<file path="src/pwc_pkg.sv">
package pwc_pkg;
    // ***************************************************
    // Register map
    // ***************************************************
    localparam logic [7:0] PWC_CTRL_OFS = 8'h00;
    localparam logic [7:0] PWC_TOP_OFS = 8'h04;
    localparam logic [7:0] PWC_TASK_OFS = 8'h08;
    localparam logic [7:0] PWC_STATUS_OFS = 8'h0c;
    // CTRL fields
    localparam int PWC_CTRL_MODE_BIT = 0;
    localparam int PWC_CTRL_PRESC_LSB = 1;
    localparam int PWC_CTRL_LOAD_LSB = 4;
    localparam int PWC_CTRL_IDLE_LSB = 6;
    // TASK bits
    localparam int PWC_TASK_BEGIN_BIT = 0;
    localparam int PWC_TASK_STOP_BIT = 1;
    // STATUS bits
    localparam int PWC_ST_RUN_BIT = 0;
    localparam int PWC_ST_STOPPED_BIT = 1;
    localparam int PWC_ST_FETCH_BIT = 2;
    localparam int PWC_ST_CNT_LSB = 16;
    // Compare word layout
    localparam int PWC_WORD_POL_BIT = 15;
    // Reset value, load mode and selector codes
    localparam logic [14:0] PWC_TOP_RST = 15'h03e8;
    localparam logic [1:0] PWC_LOAD_A = 2'h3;
    localparam logic [2:0] PWC_SEL_TOP = 3'h4;
    typedef enum logic [1:0] {PWC_IDLE, PWC_FETCH, PWC_RUN} pwc_state_t;
endpackage : pwc_pkg

</file>
<file path="src/pwc_wave_counter.sv">
`timescale 1ns/1ps
`default_nettype none
module pwc_wave_counter #(
    parameter int CHANNELS = 4,
    parameter int CNT_W = 15
) (
    input wire logic pclk,
    input wire logic presetn,
    input wire logic psel,
    input wire logic penable,
    input wire logic pwrite,
    input wire logic [7:0] paddr,
    input wire logic [31:0] pwdata,
    output logic [31:0] prdata,
    output logic pready,
    output logic pslverr,
    input wire logic dec_valid,
    output logic dec_ready,
    input wire logic [15:0] dec_word,
    input wire logic [2:0] dec_sel,
    input wire logic dec_last,
    output logic fetch_req,
    output logic stopped_evt,
    output logic [CHANNELS-1:0] pwm_out
);
    // ***************************************************
    // State
    // ***************************************************
    typedef struct packed {
        pwc_pkg::pwc_state_t st;
        logic mode;
        logic [2:0] presc;
        logic [1:0] load;
        logic [CHANNELS-1:0] idle;
        logic [CNT_W-1:0] top_reg;
        logic [CNT_W-1:0] top;
        logic [CNT_W-1:0] stg_top;
        logic [CHANNELS-1:0][15:0] cmp;
        logic [CHANNELS-1:0][15:0] stg_cmp;
        logic pend;
        logic stop_req;
        logic [6:0] pre;
        logic [CNT_W-1:0] cnt;
        logic down;
        logic [CHANNELS-1:0] pwm;
        logic stopped;
        logic stopped_p;
        logic fetch_p;
        logic [31:0] rdata;
        logic err;
    } pwc_regs_t;

    pwc_regs_t r_ff;
    pwc_regs_t nxt_r;

    logic wr;
    logic rd_setup;
    logic tick;
    logic boundary;
    logic take;
    logic [CNT_W-1:0] cnt_n;
    logic down_n;
    logic [CHANNELS-1:0] wave;

    assign wr = psel && penable && pwrite;
    assign rd_setup = psel && !penable;
    // Ratio 2^presc
    assign tick = (r_ff.pre == 7'((8'h01 << r_ff.presc) - 8'h01));
    assign take = dec_valid && dec_ready;

    // ***************************************************
    // Counter step
    // ***************************************************
    always_comb begin
        cnt_n = r_ff.cnt;
        down_n = r_ff.down;
        boundary = 1'b0;
        if (r_ff.st == pwc_pkg::PWC_RUN && tick) begin
            if (!r_ff.mode) begin
                // Runs 0..top-1 so one period is top ticks
                if (r_ff.cnt >= r_ff.top - CNT_W'(1)) begin
                    cnt_n = '0;
                    boundary = 1'b1;
                end else begin
                    cnt_n = r_ff.cnt + CNT_W'(1);
                end
            end else if (!r_ff.down) begin
                if (r_ff.cnt >= r_ff.top) begin
                    cnt_n = r_ff.cnt - CNT_W'(1);
                    down_n = 1'b1;
                end else begin
                    cnt_n = r_ff.cnt + CNT_W'(1);
                end
            end else if (r_ff.cnt <= CNT_W'(1)) begin
                cnt_n = '0;
                down_n = 1'b0;
                boundary = 1'b1;
            end else begin
                cnt_n = r_ff.cnt - CNT_W'(1);
            end
        end
    end

    // ***************************************************
    // Channel compare
    // ***************************************************
    // Level form: with the polarity bit set, high while below compare (low otherwise), so a compare above top
    // never produces an edge and both toggle points fall out for free
    for (genvar g = 0; g < CHANNELS; g++) begin : g_chan
        logic below;
        assign below = ({1'b0, cnt_n} < {1'b0, r_ff.cmp[g][CNT_W-1:0]});
        assign wave[g] = r_ff.cmp[g][pwc_pkg::PWC_WORD_POL_BIT] ? below : !below;
    end

    // ***************************************************
    // Next state
    // ***************************************************
    always_comb begin
        nxt_r = r_ff;
        nxt_r.stopped_p = 1'b0;
        nxt_r.fetch_p = 1'b0;
        nxt_r.cnt = cnt_n;
        nxt_r.down = down_n;
        nxt_r.pre = (r_ff.st == pwc_pkg::PWC_RUN && !tick) ? r_ff.pre + 7'h01 : '0;

        // Register writes
        if (wr && paddr == pwc_pkg::PWC_CTRL_OFS) begin
            nxt_r.mode = pwdata[pwc_pkg::PWC_CTRL_MODE_BIT];
            nxt_r.presc = pwdata[pwc_pkg::PWC_CTRL_PRESC_LSB +: 3];
            nxt_r.load = pwdata[pwc_pkg::PWC_CTRL_LOAD_LSB +: 2];
            nxt_r.idle = pwdata[pwc_pkg::PWC_CTRL_IDLE_LSB +: CHANNELS];
        end
        // Only the shadow is written; the live top moves at sampling points
        if (wr && paddr == pwc_pkg::PWC_TOP_OFS) begin
            nxt_r.top_reg = pwdata[CNT_W-1:0];
        end
        if (wr && paddr == pwc_pkg::PWC_STATUS_OFS && pwdata[pwc_pkg::PWC_ST_STOPPED_BIT]) begin
            nxt_r.stopped = 1'b0;
        end
        if (wr && paddr == pwc_pkg::PWC_TASK_OFS && pwdata[pwc_pkg::PWC_TASK_STOP_BIT]
            && r_ff.st != pwc_pkg::PWC_IDLE) begin
            nxt_r.stop_req = 1'b1;
        end

        // Decoder words: compare values have no register path
        if (take) begin
            if (dec_sel == pwc_pkg::PWC_SEL_TOP) begin
                if (r_ff.load == pwc_pkg::PWC_LOAD_A) begin
                    nxt_r.stg_top = dec_word[CNT_W-1:0];
                end
            end else if (dec_sel < 3'(CHANNELS)) begin
                nxt_r.stg_cmp[dec_sel[1:0]] = dec_word;
            end
            if (dec_last) begin
                nxt_r.pend = 1'b1;
                if (r_ff.load != pwc_pkg::PWC_LOAD_A) begin
                    nxt_r.stg_top = r_ff.top_reg;
                end
            end
        end

        unique case (r_ff.st)
            pwc_pkg::PWC_IDLE: begin
                if (wr && paddr == pwc_pkg::PWC_TASK_OFS && pwdata[pwc_pkg::PWC_TASK_BEGIN_BIT]) begin
                    nxt_r.st = pwc_pkg::PWC_FETCH;
                    nxt_r.fetch_p = 1'b1;
                    nxt_r.pend = 1'b0;
                    if (r_ff.load != pwc_pkg::PWC_LOAD_A) begin
                        nxt_r.stg_top = r_ff.top_reg;
                    end
                end
            end
            pwc_pkg::PWC_FETCH: begin
                if (r_ff.stop_req) begin
                    nxt_r.st = pwc_pkg::PWC_IDLE;
                    nxt_r.stop_req = 1'b0;
                    nxt_r.stopped_p = 1'b1;
                    nxt_r.stopped = 1'b1;
                end else if (r_ff.pend) begin
                    // First set is in; counter starts only now
                    nxt_r.st = pwc_pkg::PWC_RUN;
                    nxt_r.pend = 1'b0;
                    nxt_r.cmp = r_ff.stg_cmp;
                    nxt_r.top = r_ff.stg_top;
                    nxt_r.cnt = '0;
                    nxt_r.down = 1'b0;
                    for (int i = 0; i < CHANNELS; i++) begin
                        nxt_r.pwm[i] = (r_ff.stg_cmp[i][CNT_W-1:0] != '0)
                            ~^ r_ff.stg_cmp[i][pwc_pkg::PWC_WORD_POL_BIT];
                    end
                end
            end
            pwc_pkg::PWC_RUN: begin
                nxt_r.pwm = wave;
                if (boundary) begin
                    if (r_ff.stop_req) begin
                        nxt_r.st = pwc_pkg::PWC_IDLE;
                        nxt_r.stop_req = 1'b0;
                        nxt_r.stopped_p = 1'b1;
                        nxt_r.stopped = 1'b1;
                        nxt_r.cnt = '0;
                        nxt_r.down = 1'b0;
                    end else if (r_ff.pend) begin
                        // New set swapped in only between periods
                        nxt_r.pend = 1'b0;
                        nxt_r.cmp = r_ff.stg_cmp;
                        nxt_r.top = r_ff.stg_top;
                        for (int i = 0; i < CHANNELS; i++) begin
                            nxt_r.pwm[i] = (r_ff.stg_cmp[i][CNT_W-1:0] != '0)
                                ~^ r_ff.stg_cmp[i][pwc_pkg::PWC_WORD_POL_BIT];
                        end
                    end
                end
            end
        endcase
        if (nxt_r.st == pwc_pkg::PWC_IDLE) begin
            nxt_r.pwm = nxt_r.idle;
        end

        // Read data prepared in the setup cycle
        nxt_r.err = 1'b0;
        if (rd_setup) begin
            nxt_r.rdata = '0;
            unique case (paddr)
                pwc_pkg::PWC_CTRL_OFS: begin
                    nxt_r.rdata[pwc_pkg::PWC_CTRL_MODE_BIT] = r_ff.mode;
                    nxt_r.rdata[pwc_pkg::PWC_CTRL_PRESC_LSB +: 3] = r_ff.presc;
                    nxt_r.rdata[pwc_pkg::PWC_CTRL_LOAD_LSB +: 2] = r_ff.load;
                    nxt_r.rdata[pwc_pkg::PWC_CTRL_IDLE_LSB +: CHANNELS] = r_ff.idle;
                end
                pwc_pkg::PWC_TOP_OFS: nxt_r.rdata[CNT_W-1:0] = r_ff.top_reg;
                pwc_pkg::PWC_TASK_OFS: nxt_r.rdata = '0;
                pwc_pkg::PWC_STATUS_OFS: begin
                    nxt_r.rdata[pwc_pkg::PWC_ST_RUN_BIT] = (r_ff.st == pwc_pkg::PWC_RUN);
                    nxt_r.rdata[pwc_pkg::PWC_ST_STOPPED_BIT] = r_ff.stopped;
                    nxt_r.rdata[pwc_pkg::PWC_ST_FETCH_BIT] = (r_ff.st == pwc_pkg::PWC_FETCH);
                    nxt_r.rdata[pwc_pkg::PWC_ST_CNT_LSB +: CNT_W] = r_ff.cnt;
                end
                default: nxt_r.err = 1'b1;
            endcase
        end else if (psel) begin
            nxt_r.err = r_ff.err;
        end
    end

    // ***************************************************
    // Registers
    // ***************************************************
    always_ff @(posedge pclk or negedge presetn) begin
        if (!presetn) begin
            r_ff <= '0;
            r_ff.st <= pwc_pkg::PWC_IDLE;
            r_ff.top_reg <= pwc_pkg::PWC_TOP_RST;
            r_ff.top <= pwc_pkg::PWC_TOP_RST;
        end else begin
            r_ff <= nxt_r;
        end
    end

    assign prdata = r_ff.rdata;
    assign pready = 1'b1;
    assign pslverr = psel && penable && r_ff.err;
    // One set is buffered; the decoder stalls until it is committed
    assign dec_ready = !r_ff.pend && (r_ff.st != pwc_pkg::PWC_IDLE);
    assign fetch_req = r_ff.fetch_p;
    assign stopped_evt = r_ff.stopped_p;
    assign pwm_out = r_ff.pwm;
endmodule : pwc_wave_counter
`default_nettype wire

</file>
<file path="config.mk">
export PLATFORM = sky130hd
export DESIGN_NAME = pwc_wave_counter
export DESIGN_NICKNAME = d
export VERILOG_FILES = /design/src/pwc_pkg.sv /design/src/pwc_wave_counter.sv
export SDC_FILE = /design/constraint.sdc
export NUM_CORES = 1
export LEC_CHECK = 0
export BUFFER_PORTS_ARGS = -buffer_cell sky130_fd_sc_hd__clkbuf_2
export CAP_MARGIN = 0
export CORE_ASPECT_RATIO = 0.75
export CORE_MARGIN = 2
export CORE_UTILIZATION = 40
export DETAILED_ROUTE_END_ITERATION = 6
export PLACE_DENSITY_LB_ADDON = 0.2
export SYNTH_ARGS = -nofsm -noshare
export SYNTH_HDL_FRONTEND = slang
export SYNTH_SLANG_ARGS = --single-unit
</file>
<file path="constraint.sdc">
create_clock -name pclk -period 6.1 [get_ports pclk]
set_input_delay 1.83 -clock pclk [delete_from_list [all_inputs] [get_ports pclk]]
set_output_delay 1.83 -clock pclk [all_outputs]
set_load 0.05 [all_outputs]
</file>
==> metrics.csv <==
stage,metric,value,unit
global_routing,gr-total-overflow,0,
synth,synthTopCellsByCount,"236 x dfrtp_1, 163 x nand2_1, 102 x o21ai_0",
drt,via_per_inst,5.47,
global_routing,grt.total_usage,0.210,
outcome,status,completed,
timing,fmax,0.173,GHz
worst_setup_path,endpoint_kind,register,
pwr,power_density,372,nW/µm²
die,rows,58,
timing,final.setup.tns,0,ns
placed_design,dp.cells,1831,
synth,synthSimpleGateAreaFrac,0.131,
worst_setup_path,cp-startpoint,r_ff[210]$_DFFE_PN0P_,
clocking,cts-htree-levels,1,
synth,yosysWarningCount,0,
timing,timing.final.hold_violations,0,
synth,async_flop_share,1.00,
worst_setup_path,crit_fanout,9,
synth,netlist.area_leader.share,0.435,
timing,finalClockSkew,0.0378,ns
timing,fin_crit_sh,0.947,
drt,final_antenna_net_count,0,
synth,synth_mux_area_frac,0.0910,
drt,dr.pass1.iters,5,
worst_setup_path,critPathKind,register to register,
drt,wire_per_inst,19.9,µm
layout,fin_cells,1883,
worst_setup_path,r2r_start,r_ff[210]$_DFFE_PN0P_,
die,die_area,35500,µm²
layout,num_antenna_cells,0,
layout,syn_to_final_growth,12.2,%
synth,ys_types,71,
synth,synth_top_flop_cell,dfrtp_1,
synth,yosysMostFrequentCell,dfrtp_1,
placed_design,placed_area,14300,µm²
clocking,cts_setup_buffers,0,
die,die_y,164,µm
placed_design,dp_hpwl,26900,µm
synth,synth_top_family_by_area,compound AO/OA/AOI/OAI gates,
synth,syn-instance-count,1358,
clocking,clk_latency,0.58,ns
die,pin_count,107,
clocking,clockBufferDepth,3,
worst_hold_path,hold_start,prdata[14]$_DFFE_PN0P_,
pwr,leakagePower,0.00726,µW
synth,synth_compound_area_frac,0.148,
layout,final_cell_area,15200,µm²
timing,tightest_slew,1.19,ns
worst_setup_path,cp_data_required_time,6.56,ns
pwr,max-vdd-ir-drop,226,µV
global_routing,antenna_found_initial,2,
worst_setup_path,arrival,6.24,ns
die,die_w,217,µm
synth,synth_area_leaders,"dfrtp_1 43%, ha_1 8.7%, mux2_2 8.3%",
timing,slew_viol_final,0,
die,start_util,0.406,
placed_design,pre_cts_ws,0.0543,ns
layout,fin_nets,1571,
placed_design,port_buffers,86,
synth,synth_seq_cells,248,
timing,rsz0062_at_grt,true,
clocking,clk_pin_slew_worst_paths,0.06,ns
synth,netlist_area,13600,µm²
timing,fin_crit,5.77,ns
clocking,clkSinkCount,248,
timing,finalSetupViolations,0,
clocking,cts_made_buffers,28,
timing,fin_ws,0.326,ns
clocking,cts_tree,done,
worst_setup_path,crit_path_start_kind,register,
synth,seq_area_frac_synth,0.458,
timing,relSlewSlack,0.209,
synth,synthAdderAreaFrac,0.0866,
placed_design,place_congestion,0.859,
synth,synth_xor_area_frac,0.0193,
drt,num_vias,10300,
flow_run,maxCapViolCount,0,
layout,layout-drive-gt1-share,0.202,
drt,routed_wl,37500,µm
drt,drt_drc_violations_left,0,
synth,avgSynthCellArea,10.0,µm²
global_routing,grt_pass1_vias,9506,
drt,first_iter_violations,743,
synth,synth_edf_count,0,
die,core,33500,µm²
global_routing,grt_max_degree,126,
global_routing,grt_pass1_wl,57100,µm
clocking,root_buffer,clkbuf_16,
worst_hold_path,min_path_type,register to register,
synth,synth_top_area_cell,dfrtp_1,
timing,worst_hold_slack,0.468,ns
[logic make-up after synthesis]
family                     after synthesis
AOI/OAI and AO/OA                      313
xor gates and xnor gates                29
adders and majority gates               94
buffers and inverters                  180
DFF                                    248
muxes                                  111
other                                    2
and+or+nand+nor                        381
[power by group]
part / internal (µW) / switching (µW) / total, µW
combinational: 696 / 1020 / 1720
clock: 999 / 711 / 1710
sequential: 2000 / 243 / 2240
[registers in the layout (all words and copies together), names as in the netlist]
signal and flops:
fetch_req 1, prdata 30, pwm_out 4, r_ff 212, stopped_evt 1
[placed cells by master, fill, tap and decap left out, types with 12 or more instances in the layout]
cell / instances
dfrtp_1: 236
nand3_1: 31
nor2_1: 72
ha_1: 94
a21o_1: 22
xnor2_1: 23
o21ai_1: 20
a31oi_1: 15
nand4_1: 18
clkbuf_16: 28
a22o_1: 15
a21oi_1: 49
mux2_2: 100
nor3_1: 20
nand2_1: 163
buf_4: 27
o21ai_0: 102
a22oi_1: 19
inv_1: 87
nor4_1: 18
dfstp_2: 12
clkbuf_2: 85
[worst max-delay path: stages (launching register included)]
cell and delay [ns]:
dfrtp_1 0.42, nor4_1 0.33, nand2_1 0.17, nor4_2 0.25, nand2_1 0.13, nor4_1 0.26
xnor2_1 0.12, ha_1 0.31, nand3_1 0.09, o41ai_1 0.51, buf_4 0.24, nor2_1 0.05
buf_4 0.17, a32o_1 0.22, or3_1 0.54, ha_1 0.39, a21o_1 0.16, a21oi_1 0.14
o31a_1 0.15, o221ai_1 0.10, a31oi_1 0.18, buf_4 0.15, xor2_1 0.21, o41ai_1 0.10
mux2_2 0.28
[layout make-up]
cell class                 count  area [µm²]
clock buffer                  42         843
clock inverter                10         103
fill                        3138       18200
inverter                      87         327
multi-input combinational    931        6500
sequential                   248        6220
tap                          450         563
timing repair buffer         115         683
[path summary, 6_finish.rpt]
path | slack, ns | depth (start not counted) | endpoint
max in group asynchronous | 3.70 | 2 | r_ff[59]$_DFF_PN0_
worst min register to register | 0.47 | 2 | prdata[14]$_DFFE_PN0P_
worst min-delay path | 0.47 | 2 | prdata[14]$_DFFE_PN0P_
worst max-delay path | 0.33 | 24 | pwm_out[1]$_DFFE_PN0P_
min in group asynchronous | 1.27 | 1 | prdata[25]$_DFFE_PN0P_
worst max register to register | 0.33 | 24 | pwm_out[1]$_DFFE_PN0P_
[repair_timing]
action / 4_1_cts / 5_1_grt
hold buffers: 0 / 0
setup endpoints to repair: 0 / 4
resized for setup: 0 / 7
[metrics by stage]
stage | power (µW) | util
floorplan | 3410 | -
global placement | 3910 | 0.427
detailed placement | 3950 | 0.427
CTS | 5690 | 0.455
global route | 6000 | 0.456
finish | 5670 | 0.456
[routing by layer]
metal | up-vias | GRT usage | share of wire | wire, µm
li1 | 4910 | - | - | -
met1 | 5085 | 0.326 | 0.51 | 19000
met2 | 256 | 0.304 | 0.42 | 15900
met3 | 49 | 0.0363 | 0.053 | 2000
met4 | 2 | 0.0408 | 0.016 | 599
met5 | - | 0 | 0.00024 | 9
No activity file was read; power rests on OpenSTA's default activity.
